==> config.mk <==
export PLATFORM = sky130hd
export DESIGN_NAME = dac_ref_ctrl
export DESIGN_NICKNAME = d
export VERILOG_FILES = /design/src/verilog/dac_ref_pkg.sv /design/src/verilog/chan_if.sv /design/src/verilog/dac_ref_ctrl.sv /design/src/verilog/converter_channel.sv
export SDC_FILE = /design/constraint.sdc
export NUM_CORES = 1
export LEC_CHECK = 0
export BUFFER_PORTS_ARGS = -buffer_cell sky130_fd_sc_hd__buf_2
export CELL_PAD_IN_SITES_DETAIL_PLACEMENT = 0
export CELL_PAD_IN_SITES_GLOBAL_PLACEMENT = 2
export CORE_MARGIN = 5
export CORE_UTILIZATION = 32
export CTS_BUF_LIST = sky130_fd_sc_hd__clkbuf_4
export CTS_CLUSTER_SIZE = 28
export DETAILED_ROUTE_END_ITERATION = 6
export PLACE_DENSITY_LB_ADDON = 0.05
export SYNTH_ARGS = -nofsm -noshare
export SYNTH_HDL_FRONTEND = slang
export SYNTH_HIERARCHICAL = 1
export SYNTH_SLANG_ARGS = --single-unit
==> constraint.sdc <==
create_clock -name clk_i -period 1.6 [get_ports clk_i]
set_input_delay 0.16 -clock clk_i [delete_from_list [all_inputs] [get_ports clk_i]]
set_output_delay 0.16 -clock clk_i [all_outputs]
set_load 0.01 [all_outputs]
==> src/verilog/dac_ref_pkg.sv <==
`default_nettype none
package dac_ref_pkg;
    // code and register widths
    localparam int CODE_W     = 10;
    localparam int REG_W      = 8;
    localparam int WB_DW      = 32;
    localparam int WB_AW      = 8;
    localparam int SEL_W      = 2;
    localparam int NUM_INST   = 3;
    localparam int PINS_PER   = 2;

    // control register fields
    localparam int ENABLE_BIT    = 7;
    localparam int FORMAT_BIT    = 6;
    localparam int PIN_ONE_BIT   = 5;
    localparam int PIN_TWO_BIT   = 4;
    localparam int POS_SEL_LSB   = 2;
    localparam int NEG_SEL_LSB   = 0;

    // justification layout
    localparam int LEFT_HIGH_LSB  = 2;
    localparam int LEFT_LOW_LSB   = 6;
    localparam int RIGHT_HIGH_LSB = 8;
    localparam int RIGHT_HIGH_W   = 2;
    localparam int RIGHT_LOW_W    = 8;

    // reset values
    localparam logic [REG_W-1:0]  CTRL_RESET  = 8'h00;
    localparam logic [CODE_W-1:0] CODE_RESET  = 10'h000;
    localparam logic [REG_W-1:0]  ZERO_BYTE   = 8'h00;

    // address map: adr[7:4] instance slot, adr[3:2] register word
    localparam int              SLOT_MSB   = 7;
    localparam int              SLOT_LSB   = 4;
    localparam int              WORD_MSB   = 3;
    localparam int              WORD_LSB   = 2;
    localparam logic [1:0]      CTRL_WORD  = 2'h0;
    localparam logic [1:0]      HIGH_WORD  = 2'h1;
    localparam logic [1:0]      LOW_WORD   = 2'h2;
    localparam logic [3:0]      LOAD_SLOT  = 4'h3;
    localparam logic [WB_AW-1:0] LOAD_ADDR = 8'h30;

    // shared load register strobe positions per instance
    localparam int LOAD_BIT [NUM_INST] = '{0, 1, 4};

    // source encodings
    localparam logic [SEL_W-1:0] POS_SUPPLY    = 2'h0;
    localparam logic [SEL_W-1:0] POS_EXT_REF   = 2'h1;
    localparam logic [SEL_W-1:0] POS_FIXED_REF = 2'h2;
    localparam logic [SEL_W-1:0] SRC_RESERVED  = 2'h3;
    localparam logic [SEL_W-1:0] NEG_GROUND    = 2'h0;
    localparam logic [SEL_W-1:0] NEG_REF_ZERO  = 2'h1;
    localparam logic [SEL_W-1:0] NEG_REF_ONE   = 2'h2;
    localparam int               NEG_ONE_INST  = 2;
endpackage
`default_nettype wire

==> src/verilog/chan_if.sv <==
`default_nettype none
interface chan_if;
    import dac_ref_pkg::*;
    logic              wr_ctrl;
    logic              wr_high;
    logic              wr_low;
    logic              load;
    logic [REG_W-1:0]  wdata;
    logic [REG_W-1:0]  ctrl;
    logic [REG_W-1:0]  high_rd;
    logic [REG_W-1:0]  low_rd;
    logic [CODE_W-1:0] staged;
    logic [CODE_W-1:0] active;

    modport channel (input wr_ctrl, wr_high, wr_low, load, wdata,
                     output ctrl, high_rd, low_rd, staged, active);
    modport control (output wr_ctrl, wr_high, wr_low, load, wdata,
                     input ctrl, high_rd, low_rd, staged, active);
endinterface
`default_nettype wire

==> src/verilog/dac_ref_ctrl.sv <==
// Behaviour
// enable bit turns converter on or off
// ten-bit code selects one of 1024 levels
// left format: high holds 9..2, low top two
// right format: low holds 7..0, high 9..8
// level writes staged, active code unchanged
// load strobe copies staged code atomically
// strobe self-clears; zero leaves buffers alone
// strobe bits 4,1,0; others read zero
// control bits 5,4 connect output pins
// selected pin loses digital driver and input
// digital read of analog pin is zero
// level always offered to internal consumers
// bits 3..2 pick positive source; 11 reserved
// bits 1..0 pick negative source; 11 reserved
// reset disables, disconnects, clears the code
// wake from sleep keeps control contents
// software should disable before sleep
// three independent instances share load register
//
// The register addresses and the Wishbone register port were left to the implementer.
`default_nettype none
module dac_ref_ctrl
    import dac_ref_pkg::*;
#(
    parameter int N = NUM_INST
)
(
    input  wire logic                    clk_i,
    input  wire logic                    rst_i,
    input  wire logic                    wb_cyc_i,
    input  wire logic                    wb_stb_i,
    input  wire logic                    wb_we_i,
    input  wire logic [WB_AW-1:0]        wb_adr_i,
    input  wire logic [WB_DW/8-1:0]      wb_sel_i,
    input  wire logic [WB_DW-1:0]        wb_dat_i,
    output var  logic [WB_DW-1:0]        wb_dat_o,
    output var  logic                    wb_ack_o,
    input  wire logic [N*PINS_PER-1:0]   pin_din_i,
    output var  logic [N*PINS_PER-1:0]   pin_read_o,
    output var  logic [N*PINS_PER-1:0]   pin_analog_o,
    output var  logic [N*PINS_PER-1:0]   pin_digital_off_o,
    output var  logic [N*CODE_W-1:0]     level_code_o,
    output var  logic [N-1:0]            enable_o,
    output var  logic [N*SEL_W-1:0]      pos_sel_o,
    output var  logic [N*SEL_W-1:0]      neg_sel_o,
    output var  logic [N-1:0]            source_valid_o
);
    // the shared load register has room for exactly three strobes
    if (N != NUM_INST)
    begin : g_bad_count
        $error("instance count must match the shared load register");
    end

    typedef struct packed
    {
        logic                  ack;
        logic [WB_DW-1:0]      rdata;
        logic [N-1:0]          load;
        logic [N*PINS_PER-1:0] pin_read;
        logic [N*PINS_PER-1:0] pin_analog;
        logic [N*CODE_W-1:0]   level;
        logic [N-1:0]          enable;
        logic [N*SEL_W-1:0]    pos_sel;
        logic [N*SEL_W-1:0]    neg_sel;
        logic [N-1:0]          valid;
    } top_state_type;

    top_state_type st;
    top_state_type next_st;

    logic             req;
    logic             wr_now;
    logic [3:0]       slot;
    logic [1:0]       word;
    logic [REG_W-1:0] load_rd;
    logic [REG_W-1:0] inst_rd [N];

    logic [REG_W-1:0]  ctrl_of   [N];
    logic [CODE_W-1:0] active_of [N];
    logic              ok_of     [N];

    chan_if link [N] ();

    assign req    = wb_cyc_i && wb_stb_i;
    assign wr_now = req && wb_we_i && st.ack && wb_sel_i[0];
    assign slot   = wb_adr_i[SLOT_MSB:SLOT_LSB];
    assign word   = wb_adr_i[WORD_MSB:WORD_LSB];

    // one generate block per converter instance
    for (genvar k = 0; k < N; k++)
    begin : g_inst
        localparam logic [3:0] IDX = 4'(k);
        logic                  sel_here;
        logic                  pos_ok;
        logic                  neg_ok;

        assign sel_here          = (slot == IDX) && (wb_adr_i[1:0] == 2'h0);
        assign link[k].wr_ctrl   = wr_now && sel_here && (word == CTRL_WORD);
        assign link[k].wr_high   = wr_now && sel_here && (word == HIGH_WORD);
        assign link[k].wr_low    = wr_now && sel_here && (word == LOW_WORD);
        assign link[k].wdata     = wb_dat_i[REG_W-1:0];
        assign link[k].load      = st.load[k];
        assign ctrl_of[k]        = link[k].ctrl;
        assign active_of[k]      = link[k].active;
        assign ok_of[k]          = pos_ok && neg_ok;

        always_comb
        begin
            if (!sel_here)
                inst_rd[k] = ZERO_BYTE;
            else
            begin
                unique case (word)
                    CTRL_WORD: inst_rd[k] = link[k].ctrl;
                    HIGH_WORD: inst_rd[k] = link[k].high_rd;
                    LOW_WORD:  inst_rd[k] = link[k].low_rd;
                    default:   inst_rd[k] = ZERO_BYTE;
                endcase
            end
        end

        assign pos_ok = link[k].ctrl[POS_SEL_LSB+:SEL_W] != SRC_RESERVED;
        assign neg_ok = (link[k].ctrl[NEG_SEL_LSB+:SEL_W] != SRC_RESERVED)
                     && ((link[k].ctrl[NEG_SEL_LSB+:SEL_W] != NEG_REF_ONE) || (k == NEG_ONE_INST));

        converter_channel u_channel
        (
            .clk_i (clk_i),
            .rst_i (rst_i),
            .link  (link[k])
        );

    end

    // shared load register view
    always_comb
    begin
        load_rd = ZERO_BYTE;
        for (int k = 0; k < N; k++)
            load_rd[LOAD_BIT[k]] = st.load[k];
    end

    always_comb
    begin
        next_st = st;
        // ack answers one cycle after the request, then drops
        next_st.ack = req && !st.ack;
        if (req && !st.ack)
        begin
            next_st.rdata = '0;
            if (slot == LOAD_SLOT && word == CTRL_WORD && wb_adr_i[1:0] == 2'h0)
                next_st.rdata[REG_W-1:0] = load_rd;
            else
            begin
                for (int k = 0; k < N; k++)
                    next_st.rdata[REG_W-1:0] = next_st.rdata[REG_W-1:0] | inst_rd[k];
            end
        end
        // strobe is pending for one cycle and clears by itself
        for (int k = 0; k < N; k++)
        begin
            next_st.load[k] = wr_now && (wb_adr_i == LOAD_ADDR) && wb_dat_i[LOAD_BIT[k]];
            next_st.level[k*CODE_W+:CODE_W] = active_of[k];
            next_st.enable[k] = ctrl_of[k][ENABLE_BIT];
            next_st.pos_sel[k*SEL_W+:SEL_W] = ctrl_of[k][POS_SEL_LSB+:SEL_W];
            next_st.neg_sel[k*SEL_W+:SEL_W] = ctrl_of[k][NEG_SEL_LSB+:SEL_W];
            next_st.valid[k] = ok_of[k];
            next_st.pin_analog[k*PINS_PER]   = ctrl_of[k][PIN_ONE_BIT];
            next_st.pin_analog[k*PINS_PER+1] = ctrl_of[k][PIN_TWO_BIT];
            next_st.pin_read[k*PINS_PER]     = pin_din_i[k*PINS_PER]
                                            && !ctrl_of[k][PIN_ONE_BIT];
            next_st.pin_read[k*PINS_PER+1]   = pin_din_i[k*PINS_PER+1]
                                            && !ctrl_of[k][PIN_TWO_BIT];
        end
    end

    always_ff @(posedge clk_i)
    begin
        if (rst_i)
            st <= '0;
        else
            st <= next_st;
    end

    assign wb_ack_o          = st.ack;
    assign wb_dat_o          = st.rdata;
    assign pin_read_o        = st.pin_read;
    assign pin_analog_o      = st.pin_analog;
    assign pin_digital_off_o = st.pin_analog;
    assign level_code_o      = st.level;
    assign enable_o          = st.enable;
    assign pos_sel_o         = st.pos_sel;
    assign neg_sel_o         = st.neg_sel;
    assign source_valid_o    = st.valid;
endmodule
`default_nettype wire

==> src/verilog/converter_channel.sv <==
`default_nettype none
module converter_channel
    import dac_ref_pkg::*;
(
    input  wire logic clk_i,
    input  wire logic rst_i,
    chan_if.channel   link
);
    typedef struct packed
    {
        logic [REG_W-1:0]  ctrl;
        logic [CODE_W-1:0] staged;
        logic [CODE_W-1:0] active;
    } chan_state_type;

    chan_state_type st;
    chan_state_type next_st;
    logic           left;

    assign left = st.ctrl[FORMAT_BIT];

    always_comb
    begin
        next_st = st;
        // control only changes on a write, not on wake from sleep
        if (link.wr_ctrl)
            next_st.ctrl = link.wdata;
        if (link.wr_high)
        begin
            if (left)
                next_st.staged[CODE_W-1:LEFT_HIGH_LSB] = link.wdata;
            else
                next_st.staged[CODE_W-1:RIGHT_HIGH_LSB] = link.wdata[RIGHT_HIGH_W-1:0];
        end
        if (link.wr_low)
        begin
            if (left)
                next_st.staged[LEFT_HIGH_LSB-1:0] = link.wdata[REG_W-1:LEFT_LOW_LSB];
            else
                next_st.staged[RIGHT_LOW_W-1:0] = link.wdata;
        end
        // staged writes never reach active without a load
        if (link.load)
            next_st.active = st.staged;
    end

    always_ff @(posedge clk_i)
    begin
        if (rst_i)
        begin
            st.ctrl   <= CTRL_RESET;
            st.staged <= CODE_RESET;
            st.active <= CODE_RESET;
        end
        else
            st <= next_st;
    end

    assign link.ctrl    = st.ctrl;
    assign link.staged  = st.staged;
    assign link.active  = st.active;
    assign link.high_rd = left ? st.staged[CODE_W-1:LEFT_HIGH_LSB]
                               : {{(REG_W-RIGHT_HIGH_W){1'b0}}, st.staged[CODE_W-1:RIGHT_HIGH_LSB]};
    assign link.low_rd  = left ? {st.staged[LEFT_HIGH_LSB-1:0], {LEFT_LOW_LSB{1'b0}}}
                               : st.staged[RIGHT_LOW_W-1:0];
endmodule
`default_nettype wire

======== Yosys cells after proc, flatten, opt, wreduce, memory -nomap -nowiden ========
Cells that the tools add are included.
Widths: inputs -> output; s select.
word-level totals
  register bits after elaboration ......... 156
  bits in latches ......................... 0
  memory bits (writable) .................. 0
  bits in read-only memories .............. 0
  word-level logic and storage cells ...... 116
  memories kept ........................... 0
cells by class
  add/sub/neg operators ................... 0
  $mul .................................... 0
  divide/modulo/power cells ............... 0
  $lt $le $gt $ge ......................... 0
  equality and inequality tests ........... 14
  shift-type cells ........................ 0
  muxes and demuxes ....................... 28
  bitwise operators ....................... 2
  reduce and logical (&&, ||, !) cells .... 47
operator list
  cell                count
  $mux 8              13
  $pmux 8 s3          3
  $mux 6              9
  $logic_and 1x1->1   37
  $ne 2x2->1 const B  8
  $or 8x8->8          2
  $eq 4x2->1 const B  2
  $eq 8x6->1 const B  1
  $logic_not 1->1     7
  $mux 2              3
  $eq 4x1->1 const B  1
  $logic_not 2->1     2
  $logic_not 4->1     1
  $eq 2x1->1 const B  1
  $eq 2x2->1 const B  1

======== Longest topological paths before layout ========
Gate-level depths: netlist of the first run.
  word-level depth ........................ 9
  mapped depth ............................ 9
  mapped depth without buffers ............ 7

======== By module ========
The synthesis of the first run kept the hierarchy.
modules (own cells, without submodules)
  module             instances  cells an instance  area an instance (um2)  sequential area each (um2)
  converter_channel  3          127                1306.3                  560.5
  dac_ref_ctrl       1          320                3174.3                  1441.4

======== Least setup slack after synthesis of the first run ========
Ideal clock, no wire load.
  kind .................................... reg-to-reg
  start point ............................. reg st, in the netlist wb_ack_o
  end point ............................... reg g_inst[0].u_channel/link.staged[6] (netlist name)
  setup time .............................. 0.088 ns
  data arrival time ....................... 1.708 ns
  slack ................................... -0.196 ns
  cell stages (with the launch flop) ...... 9
  buffers on the path ..................... 1
  path through ............................ dfxtp_1 > and3_1 > nand3_1 > nor3_1 > nand2_1 > nor2_1 > buf_4 > or2b_4 > a311oi_2
between the ends
  elaborated cells between the ends (all ways) .. 8
RTL lines
  item                            RTL line                 text
  start: declaration              dac_ref_ctrl.sv:69       top_state_type st;
  start signal: assignment        dac_ref_ctrl.sv:183      st <= next_st;
  $logic_and 1x1->1 (2 in a row)  dac_ref_ctrl.sv:86       assign wr_now = req && wb_we_i && st.ack && wb_sel_i[0];
  $logic_and 1x1->1 (2 in a row)  dac_ref_ctrl.sv:101      assign link[k].wr_low = wr_now && sel_here && (word == LOW_WORD);
  via link[0].wr_low              chan_if.sv:6             logic wr_low;
  $mux 8                          converter_channel.sv:35  if (link.wr_low)
The timed path passes the listed nets, and every way through them passes these cells.
A chain may end at the register's enable or synchronous reset.

======== Worst setup path after layout of the first run ========
  start point ............................. reg st, in the netlist wb_ack_o
  end point ............................... reg g_inst[0].u_channel/link.staged[2] (netlist name)
between the ends
  elaborated cells between the ends (all ways) .. 8
RTL lines
  item                            RTL line
  $logic_and 1x1->1 (2 in a row)  dac_ref_ctrl.sv:86
  $logic_and 1x1->1 (2 in a row)  dac_ref_ctrl.sv:101
  via link[0].wr_low              chan_if.sv:6
  $mux 8                          converter_channel.sv:35
The timed path passes the listed nets, and every way through them passes these cells.

==> impl_results.md, run 1 <==
* Run status: finished with violations
* Violations in the final reports: negative setup slack
* Critical path capture point type: register
* Main combinational cell family by area after synthesis: simple AND/OR/NAND/NOR gates
* DRC marker count from the first detailed-route iteration at 229
* Core Box Area at ~22000 µm²
* Residual DRC at 0
* Class of the tightest hold or removal check: in -> reg
* Data required time at the worst endpoint at 2.09 ns
* Number of buffers created by CTS at 17
* GRT Resource Usage Total at roughly 16%
* RSZ-0062 raised after global routing: yes
* Total wire length at around 20 mm
* Worst Setup Slack post-DPL at -0.229 ns
* Vias after detailed routing at 5405
* Top-level port count at 154
* Total setup violations reported at the end of the flow at 57
* Adder-cell share of the synthesized area at 0%
* Area post-placement at 8060 µm²
* Total area of multi-input combinational cells at 3610 µm²
* Cell at the root of the clock tree: sky130_fd_sc_hd__clkbuf_4
* Main area contributors after synthesis: sky130_fd_sc_hd__dfxtp_1, sky130_fd_sc_hd__mux2i_1, sky130_fd_sc_hd__nor2b_1
* Number of global-route vias before repair at ~5400
* Register bit total from synthesis at 156
* Minimum clock period at 1.75 ns
* Hold violation total from the final report at 0
* Worst hold slack across all endpoints at roughly 0.080 ns
* Total Die Area at about 25000 µm²
* Library cells used by synthesis at 41
* Ys async rst share at 0%
* Cells after synthesis at 701
* Total power density per cell area at 775 nW/µm²
* Number of max-cap violations at 0
* Die Span Y at 159 µm
* Cell type contributing the most total cell area after synthesis: sky130_fd_sc_hd__dfxtp_1
* Seq. cell area at 3130 µm²
* Buffering stage count on the worst path with inverters included at 0
* Core Rows at 54
* First-pass GRT wire length at 31.6 mm
* Count of input and output buffers at 102
* Share of post-route cells with drive strength above 1 at approximately a third
* Clk Latency, worst-skew pair at 0.57 ns
* Die width at 159 µm
* Kind of launch point of the worst setup path: register
* Post-route antenna net violation count at 0
* Starting density of the core at 32.5%
* Clock Sinks at 156
* Top fanout value on the critical path at 6
* Share of total power in the clock network at between 30% and 40%
* Worst setup path class: reg -> reg
* Count of placed standard cells including taps at 1087
* Internal Power at 4860 µW
* Slack of the critical path at -0.151 ns
* Switching power as a share of total power at 27.5%
* Average via count per standard cell at roughly 4.7
* Utilization of the core after routing at 39.7%
* Detail Placement HPWL at 14.4 mm
* Post-synthesis sequential area ratio at about 44%
* Wire length per cell at 17.6 µm
* Flip-flop cell with the highest count after synthesis: sky130_fd_sc_hd__dfxtp_1
* Area growth from synthesis to final layout at 22.0%
* Post-route clock period utilization at 109%
* Clock tree buffer depth at 2
* Pin count of the biggest net entering global routing at 49
* P_sw at 1850 µW
* Number of nets in the final layout at ~900
* Sequential power share at about 58%
* Highest achievable clock rate at 571 MHz
* Leftover overflow at the end of global routing at 0
* Synthesized area per cell at 10.1 µm²
* Yosys warnings at 6
* Clock transition at path regs at 0.14 ns
* Count of filler cells inserted in the layout at roughly 2200
* Cell with the biggest individual delay on the critical path: sky130_fd_sc_hd__dfxtp_2
* Worst Clk Skew at 0.0196 ns
* Share of the synthesized area in compound gates (AO/OA/AOI/OAI) at 13.6%
* Critical Path AT at between 2 and 2.5 ns
* CTS tree: built
* Largest stage delay, worst path at approximately 0.36 ns
* Max H-tree Level at 4
* Count of TritonRoute iterations in the first routing pass at 6
* Post-route cell area at 8650 µm²
* Most numerous cell in the Yosys netlist: sky130_fd_sc_hd__dfxtp_1
* Cell breakdown of the critical path: and3_4 -> nand3_4 -> nor3_4 -> nand2_2 -> nor2_2 -> or2b_4 -> a311oi_2
* Fraction of synthesized cell area in xor and xnor cells at 0%
* Initial antenna violation count at 1
* Proportion of power drawn by combinational gates at 6.4%
* Count of flip-flops with a built-in enable after synthesis at 0
* Most used standard cells in the synthesized netlist: sky130_fd_sc_hd__dfxtp_1, sky130_fd_sc_hd__mux2i_1, sky130_fd_sc_hd__nor2_1, sky130_fd_sc_hd__nor2b_1, sky130_fd_sc_hd__buf_4
* Mux cell area share after synthesis at 13.8%
* Leakage at between 0.003 and 0.004 µW
* Simple-Gate Fraction of Synth Area at 20.5%
* Cell type group with the largest total delay on the critical path: simple AND/OR/NAND/NOR gates
* Post-synthesis instance area at about 7000 µm²
* Pins over their slew limit at 0
* Fin cells at 1138
* Area share of the leading cell type in the synthesized netlist at 44.0%
* Routability-driven placement congestion ratio at between 0.7 and 0.8
* Maximum resistive drop on vdd at 0.000338 V
worst reg2reg max path, stage by stage, from the launching register on:
cell,delay [ns]
sky130_fd_sc_hd__dfxtp_2,0.36
sky130_fd_sc_hd__and3_4,0.19
sky130_fd_sc_hd__nand3_4,0.08
sky130_fd_sc_hd__nor3_4,0.20
sky130_fd_sc_hd__nand2_2,0.15
sky130_fd_sc_hd__nor2_2,0.16
sky130_fd_sc_hd__or2b_4,0.33
sky130_fd_sc_hd__a311oi_2,0.21
what timing repair did:
action,CTS,global route
buffers inserted,1,4
pin swaps,1,7
hold buffers,12,1
endpoints found under the setup margin,59,61
gates resized for setup,24,14
hold endpoints to repair,24,1
sequential cells by signal, summed over array words and instances, names as in the netlist:
register / flops
g_inst.u_channel/link.ctrl: 24
neg_sel_o: 6
link.load: 3
g_inst.u_channel/link.active: 30
level_code_o: 30
wb_ack_o: 1
source_valid_o: 3
enable_o: 3
pin_read_o: 6
wb_dat_o: 8
pin_analog_o: 6
pos_sel_o: 6
g_inst.u_channel/link.staged: 30
area by class of cell:
class,instances,share of cell area [%]
antenna,1,0.0289
clock buffer,18,1.56
sequential,156,36.2
timing repair buffer,186,14.9
clock inverter,14,1.58
tap,280,4.05
multi-input combinational,483,41.7
metal layers:
| metal | GRT usage (%) | wire, µm |
|---|---|---|
| met1 | 22.2 | 9680 |
| met2 | 23.8 | 9090 |
| met3 | 3.71 | 820 |
| met4 | 5.43 | 420 |
| met5 | 0 | 0 |
cell usage in the layout, fill, tap and decap left out, drive strengths merged, types with 2 or more instances in the layout:
cell,n
a21boi,5
conb,24
nor3,5
a221oi,6
a22o,3
clkinvlp,4
mux2,12
clkbuf,18
or2b,3
buf,173
nand2b,2
a311oi,18
a21oi,3
and2,21
a21bo,18
dlygate4sd3,13
nor2b,69
nor4b,2
o22ai,3
nor4,2
nand3b,7
clkinv,3
nor3b,24
nand2,27
a22oi,8
inv,6
nor2,75
mux2i,84
nand3,19
a211oi,14
o21ai,24
dfxtp,156
per-stage QoR:
step | total power, µW | setup TNS (ns)
detailed placement | 4380 | -6.54
floorplan | 4220 | -1.24
global route | 7050 | -13.33
CTS | 6830 | -4.23
finish | 6710 | -5.41
global placement | 4380 | -6.11
worst paths after layout:
path	from	end	slack (ns)	cells past startpoint
worst max-delay path	wb_ack_o	g_inst[0].u_channel/link.staged[2]	-0.15	7
worst min register to register	g_inst[0].u_channel/link.active[0]	level_code_o[0]	0.47	1
worst min-delay path	wb_dat_i[7]	g_inst[0].u_channel/link.ctrl[7]	0.08	3
worst max register to register	wb_ack_o	g_inst[0].u_channel/link.staged[2]	-0.15	7
power groups by stage:
stage	Combinational [µW]	Clock [µW]	Sequential [µW]
after floorplan	230	0	3990
final	430	2380	3900
after CTS	421	2510	3900
after detailed placement	393	0	3990
after global routing	462	2680	3900
after global placement	392	0	3990
cell families (layout without fill, tap and decap cells):
logic type	after synthesis	in the layout
AND/OR/NAND/NOR	260	260
AO/OA/AOI/OAI	103	103
multiplexers	96	96
other	1	25
flip-flops	156	156
buffers and inverters	85	218
Power figures use the tool's default switching activity.
==> run 2: changes to the inputs <==
GPL_TIMING_DRIVEN = 0   (was not set)
==> impl_results.md, run 2 (synthesized netlist as in run 1, its figures left out) <==
* Run status: finished with violations (unchanged)
* Violations in the final reports: negative setup slack (unchanged)
* R2r setup slk at -0.33 ns (was -0.15 ns)
* Clock Sinks at 156 (unchanged)
* First-pass GRT wire length at 34.7 mm (was 31.6 mm)
* Critical path capture point type: register (unchanged)
* Total power density per cell area at 803 nW/µm² (was 775 nW/µm²)
* Clock transition at path regs at 0.14 ns (about the same)
* Die Span Y at 159 µm (unchanged)
* Pins over their slew limit at 0 (unchanged)
* Kind of launch point of the worst setup path: register (unchanged)
* Starting density of the core at 32.5% (unchanged)
* Max H-tree Level at 4 (unchanged)
* RSZ-0062 raised after global routing: yes (unchanged)
* Clock tree buffer depth at 2 (unchanged)
* Worst flop-to-flop path endpoint: g_inst[1].u_channel/link.staged[6] (was g_inst[0].u_channel/link.staged[2])
* CTS tree: built (unchanged)
* Initial antenna violation count at 1 (unchanged)
* Residual DRC at 0 (unchanged)
* Leading cell type in the layout, fill and taps excluded: sky130_fd_sc_hd__dfxtp_1 (unchanged)
* Slew @ Worst Pin at 0.754 ns
* Top-level port count at 154 (unchanged)
* Highest achievable clock rate at 519 MHz (was 571 MHz)
* Slack of the critical path at -0.327 ns (was -0.151 ns)
* Count of filler cells inserted in the layout at 2218 (was 2223)
* Cell at the root of the clock tree: sky130_fd_sc_hd__clkbuf_4 (unchanged)
* Minimum clock period at 1.93 ns (was 1.75 ns)
* Max-Slew Margin vs Limit at ~50%
* Critical path endpoint: g_inst[1].u_channel/link.staged[6] (was g_inst[0].u_channel/link.staged[2])
* Leftover overflow at the end of global routing at 0 (unchanged)
* Class of the tightest hold or removal check: in -> reg (unchanged)
* Worst setup path class: reg -> reg (unchanged)
* Core Box Area at 21800 µm² (unchanged)
* Count of placed standard cells including taps at 1104 (was 1087)
* Hold violation total from the final report at 0 (unchanged)
* Start of the worst register-to-register path: wb_ack_o (unchanged)
* Source of the critical timing path: wb_ack_o (unchanged)
* Critical Path AT at 2.39 ns (was 2.24 ns)
* Total setup violations reported at the end of the flow at 62 (was 57)
* Summed negative setup slack over all endpoints at -10.45 ns (was -5.41 ns)
* Die width at 159 µm (unchanged)
* GRT Resource Usage Total at 17.6% (was 15.8%)
* Number of global-route vias before repair at 5665 (was 5416)
* Post-route clock period utilization at 120% (was 109%)
* Post-route antenna net violation count at 0 (unchanged)
* Count of input and output buffers at 100 (was 102)
* Clk Latency, worst-skew pair at 0.55 ns (was 0.57 ns)
* Worst hold slack across all endpoints at 0.0798 ns (was 0.0799 ns)
* Pin count of the biggest net entering global routing at 17 (was 49)
* Commonest non-fill, non-tap cells in the layout: sky130_fd_sc_hd__dfxtp_1, sky130_fd_sc_hd__buf_2, sky130_fd_sc_hd__mux2i_1 (unchanged)
* Fin cells at 1166 (was 1138)
* Number of nets in the final layout at 930 (was 899)
* Data required time at the worst endpoint at 2.06 ns (was 2.09 ns)
* Worst Clk Skew at 0.0241 ns (was 0.0196 ns)
* Core Rows at 54 (unchanged)
* Total wire length at 22.6 mm (was 20.0 mm)
* Average via count per standard cell at 4.81 (was 4.75)
* Worst R2R Path Depth at 8 (was 7)
* Detail Placement HPWL at 15.9 mm (was 14.4 mm)
* Top fanout value on the critical path at 6 (unchanged)
* Share of post-route cells with drive strength above 1 at 35.8% (was 33.4%)
* Leakage at 0.00360 µW (was 0.00343 µW)
* Maximum resistive drop on vdd at 0.000503 V (was 0.000338 V)
* Routability-driven placement congestion ratio at 0.798 (was 0.793)
* Total Die Area at 25200 µm² (unchanged)
* Number of max-cap violations at 0 (unchanged)
* DRC marker count from the first detailed-route iteration at 229 (unchanged)
* WHS Path Cells at 3 (unchanged)
* Area growth from synthesis to final layout at 25.9% (was 22.0%)
* Wire length per cell at 19.4 µm (was 17.6 µm)
* Number of buffers created by CTS at 17 (unchanged)
* Vias after detailed routing at 5607 (was 5405)
* Count of TritonRoute iterations in the first routing pass at 4 (was 6)
[run 2: repair_timing]
action / CTS / global route
hold endpoints to repair: 31 / 0
pin swaps: 16 / 16
setup buffers: 16 / 7
resized for setup: 57 / 28
endpoints found under the setup margin: 62 / 62
gates cloned: 1 / 0
hold buffers: 8 / 0
[run 2: critical path: stages, from the launching register on]
cell                       delay (ns)
sky130_fd_sc_hd__dfxtp_2         0.35
sky130_fd_sc_hd__and3_4          0.19
sky130_fd_sc_hd__nand3_4         0.07
sky130_fd_sc_hd__nor3_4          0.25
sky130_fd_sc_hd__nand2_2         0.14
sky130_fd_sc_hd__nor2_4          0.14
sky130_fd_sc_hd__buf_6           0.13
sky130_fd_sc_hd__or2b_4          0.32
sky130_fd_sc_hd__a311oi_2        0.27
[run 2: how the worst min path moves through the flow]
| stage | start | end |
|---|---|---|
| after floorplan | wb_dat_i[0] | link[0].load |
| after global placement | pin_din_i[5] | pin_read_o[5] |
| after global routing | wb_dat_i[5] | g_inst[1].u_channel/link.ctrl[5] |
| after CTS | wb_dat_i[6] | g_inst[0].u_channel/link.ctrl[6] |
| after detailed placement | pin_din_i[5] | pin_read_o[5] |
| final | wb_dat_i[6] | g_inst[0].u_channel/link.ctrl[6] |
[run 2: power by group]
part,switching [µW],internal [µW]
logic,319,155
registers,3.04,3890
clock network,1430,1370
total,1750,5420
[run 2: area by class of cell]
| class | instances | area [µm²] | area share (%) |
|---|---|---|---|
| Clock buffer | 17 | 128 | 1.43 |
| Sequential cell | 156 | 3130 | 35.1 |
| Antenna cell | 1 | 2.50 | 0.0280 |
| Multi-Input combinational cell | 483 | 3640 | 40.8 |
| Buffer | 85 | 672 | 7.53 |
| Tap cell | 280 | 350 | 3.92 |
| Timing Repair Buffer | 132 | 803 | 9.00 |
| Clock inverter | 12 | 199 | 2.23 |
[run 2: metrics by stage]
step | power (µW) | util, % | setup WS [ns] | instance area, µm²
after floorplan | 4220 | - | -0.0841 | 7190
after global placement | 4420 | 36.8 | -0.519 | 8040
after detailed placement | 4420 | 36.8 | -0.590 | 8040
after CTS | 7290 | 40.2 | -0.332 | 8760
after global routing | 7500 | 40.9 | -0.387 | 8930
final | 7170 | 40.9 | -0.327 | 8930
[run 2: layer usage]
layer	GRT usage (%)	routed length, µm	share of wire, %
met1	24.4	10800	48
met2	28.0	10500	47
met3	3.84	943	4.2
met4	4.42	303	1.3
met5	0	0	0
==> run 3: changes to the inputs <==
MAX_ROUTING_LAYER = met4   (was not set)
==> impl_results.md, run 3 (synthesized netlist as in run 1, its figures left out) <==
* GRT Resource Usage Total at 18.4% (was 17.6%)
* Pins over their slew limit at 0 (unchanged)
* Hold violation total from the final report at 0 (unchanged)
* Top fanout value on the critical path at 6 (unchanged)
* Routability-driven placement congestion ratio at 0.802 (was 0.798)
* Pin count of the biggest net entering global routing at 17 (unchanged)
* Fin cells at 1169 (was 1166)
* Post-route clock period utilization at 119% (was 120%)
* Met1 Usage GRT at 24.6% (was 24.4%)
* Worst Setup Slack post-DPL at -0.537 ns (was -0.590 ns)
* Switching power as a share of total power at 24.4% (about the same)
* CTS tree: built (unchanged)
* Minimum clock period at 1.90 ns (was 1.93 ns)
* Violations in the final reports: negative setup slack (unchanged)
* Max H-tree Level at 4 (unchanged)
* Data required time at the worst endpoint at 2.06 ns (about the same)
* Class of the tightest hold or removal check: in -> reg (unchanged)
* Cell breakdown of the critical path: and3_4 -> nand3_4 -> nor3_4 -> nand2_2 -> nor2_4 -> buf_6 -> or2b_4 -> a311oi_2 (unchanged)
* Share of total power in the clock network at 39.0% (about the same)
* Clk Latency, worst-skew pair at 0.56 ns (was 0.55 ns)
* Commonest non-fill, non-tap cells in the layout: sky130_fd_sc_hd__dfxtp_1, sky130_fd_sc_hd__buf_2, sky130_fd_sc_hd__mux2i_1 (unchanged)
* Count of TritonRoute iterations in the first routing pass at 4 (unchanged)
* Total power density per cell area at 795 nW/µm² (was 803 nW/µm²)
* Sequential power share at 54.4% (about the same)
* Maximum resistive drop on vdd at 0.000370 V (was 0.000503 V)
* Number of buffers created by CTS at 17 (unchanged)
* Largest stage delay, worst path at 0.35 ns (about the same)
* Clock Sinks at 156 (unchanged)
* Internal Power at 5420 µW (about the same)
* DRC marker count from the first detailed-route iteration at 266 (was 229)
* Max-Slew Margin vs Limit at 49.0% (was 49.8%)
* Area growth from synthesis to final layout at 27.1% (was 25.9%)
* GRT met3 Usage at 3.68% (was 3.84%)
* Detail Placement HPWL at 16.0 mm (was 15.9 mm)
* Number of max-cap violations at 0 (unchanged)
* Starting density of the core at 32.5% (unchanged)
* Worst hold slack across all endpoints at 0.0438 ns (was 0.0798 ns)
* Total Die Area at 25200 µm² (unchanged)
* Post-route antenna net violation count at 0 (unchanged)
* Average via count per standard cell at 4.79 (was 4.81)
* Proportion of power drawn by combinational gates at 6.7% (was 6.6%)
* RSZ-0062 raised after global routing: yes (unchanged)
* Cell with the biggest individual delay on the critical path: sky130_fd_sc_hd__dfxtp_2 (unchanged)
* Hold path startpoint: wb_adr_i[1] (was wb_dat_i[6])
* Clock transition at path regs at 0.15 ns (was 0.14 ns)
* Cell type group with the largest total delay on the critical path: simple AND/OR/NAND/NOR gates (unchanged)
* Number of nets in the final layout at 933 (was 930)
* Count of placed standard cells including taps at 1104 (unchanged)
* First-pass GRT wire length at 35.1 mm (was 34.7 mm)
* Leakage at 0.00362 µW (was 0.00360 µW)
* Slack of the critical path at -0.298 ns (was -0.327 ns)
* Top-level port count at 154 (unchanged)
* Worst setup path class: reg -> reg (unchanged)
* Wire length per cell at 19.6 µm (was 19.4 µm)
* Critical Path AT at 2.36 ns (was 2.39 ns)
* Core Rows at 54 (unchanged)
* Initial antenna violation count at 1 (unchanged)
* Die width at 159 µm (unchanged)
* Highest achievable clock rate at 527 MHz (was 519 MHz)
* P_sw at 1750 µW (about the same)
* Total setup violations reported at the end of the flow at 62 (unchanged)
* Critical path capture point type: register (unchanged)
* Die Span Y at 159 µm (unchanged)
* Total wire length at 22.9 mm (was 22.6 mm)
* Met2 layer usage reported by global route at 28.1% (was 28.0%)
* Clock tree buffer depth at 2 (unchanged)
* Number of global-route vias before repair at 5802 (was 5665)
* Cell at the root of the clock tree: sky130_fd_sc_hd__clkbuf_4 (unchanged)
* Share of post-route cells with drive strength above 1 at 37.5% (was 35.8%)
* Busiest layer in global routing: met2 (unchanged)
* Count of input and output buffers at 100 (unchanged)
* Core Box Area at 21800 µm² (unchanged)
* Source of the critical timing path: wb_ack_o (unchanged)
* Start of the worst register-to-register path: wb_ack_o (unchanged)
* Slew @ Worst Pin at 0.765 ns (was 0.754 ns)
* Buffering stage count on the worst path with inverters included at 1 (unchanged)
* Kind of launch point of the worst setup path: register (unchanged)
* Leading cell type in the layout, fill and taps excluded: sky130_fd_sc_hd__dfxtp_1 (unchanged)
* Leftover overflow at the end of global routing at 0 (unchanged)
* Worst Clk Skew at 0.0283 ns (was 0.0241 ns)
* Vias after detailed routing at 5600 (was 5607)
* Residual DRC at 0 (unchanged)
* Run status: finished with violations (unchanged)
-- run 3: cell types whose count changed in the layout (fill, tap and decap cells not counted), moves of 2 or more --
cell,before,now
sky130_fd_sc_hd__a211oi_1,8,6
sky130_fd_sc_hd__a211oi_2,6,8
sky130_fd_sc_hd__mux2_1,12,10
sky130_fd_sc_hd__mux2_4,0,2
sky130_fd_sc_hd__nand3_1,18,15
sky130_fd_sc_hd__nand3_2,0,3
sky130_fd_sc_hd__nor2_1,62,60
sky130_fd_sc_hd__nor2_2,9,12
sky130_fd_sc_hd__nor3_2,1,3
-- run 3: area by class of cell --
class / count / area (µm²)
Antenna cell: 1 / 2.50
Buffer: 85 / 672
Clock buffer: 17 / 128
Clock inverter: 12 / 199
Fill cell: 2191 / 12800
Multi-Input combinational cell: 483 / 3680
Sequential cell: 156 / 3130
Tap cell: 280 / 350
Timing Repair Buffer: 135 / 853
-- run 3: power by group through the flow --
stage          sequential, µW  clock, µW  combinational (µW)
4_1_cts                  3900       2900                 468
3_3_place_gp             3990          0                 437
5_1_grt                  3900       3050                 509
6_report                 3900       2790                 477
2_1_floorplan            3990          0                 230
3_5_place_dp             3990          0                 439
-- run 3: worst paths after layout --
| check | end | slack (ns) | cells after the start |
|---|---|---|---|
| worst max-delay path | g_inst[0].u_channel/link.staged[6] | -0.30 | 8 |
| worst min-delay path | wb_dat_o[6] | 0.04 | 4 |
| worst max register to register | g_inst[0].u_channel/link.staged[6] | -0.30 | 8 |
| worst min register to register | level_code_o[27] | 0.46 | 1 |
-- run 3: routing by layer --
layer,wire length (µm),up-vias
met1,10800,2732
li1,-,2724
met2,10600,122
met4,461,0
met3,1060,22
met5,0,-
-- run 3: worst min-delay path: cells and delay by family --
| kind | cells | cell delay, ns |
|---|---|---|
| simple gates | 1 | 0.11 |
| compound gates | 2 | 0.15 |
| buf+inv | 1 | 0.15 |
-- run 3: what timing repair did --
item                                    4_1_cts  5_1_grt
hold buffers                                  7        1
buffers inserted                             19        6
endpoints found under the setup margin       62       62
pin swaps                                    20       16
cloned                                        2        0
gates resized for setup                      71       26
hold endpoints to repair                     30        1
-- run 3: stage by stage --
step / cell area, µm² / utilization, % / TNS, ns / total power (µW)
6_report: 9010 / 41.3 / -11.05 / 7170
5_1_grt: 9010 / 41.3 / -16.92 / 7460
4_1_cts: 8840 / 40.5 / -12.63 / 7270
3_5_place_dp: 8040 / 36.8 / -23.05 / 4430
3_3_place_gp: 8040 / 36.8 / -21.67 / 4420
2_1_floorplan: 7190 / - / -1.24 / 4220
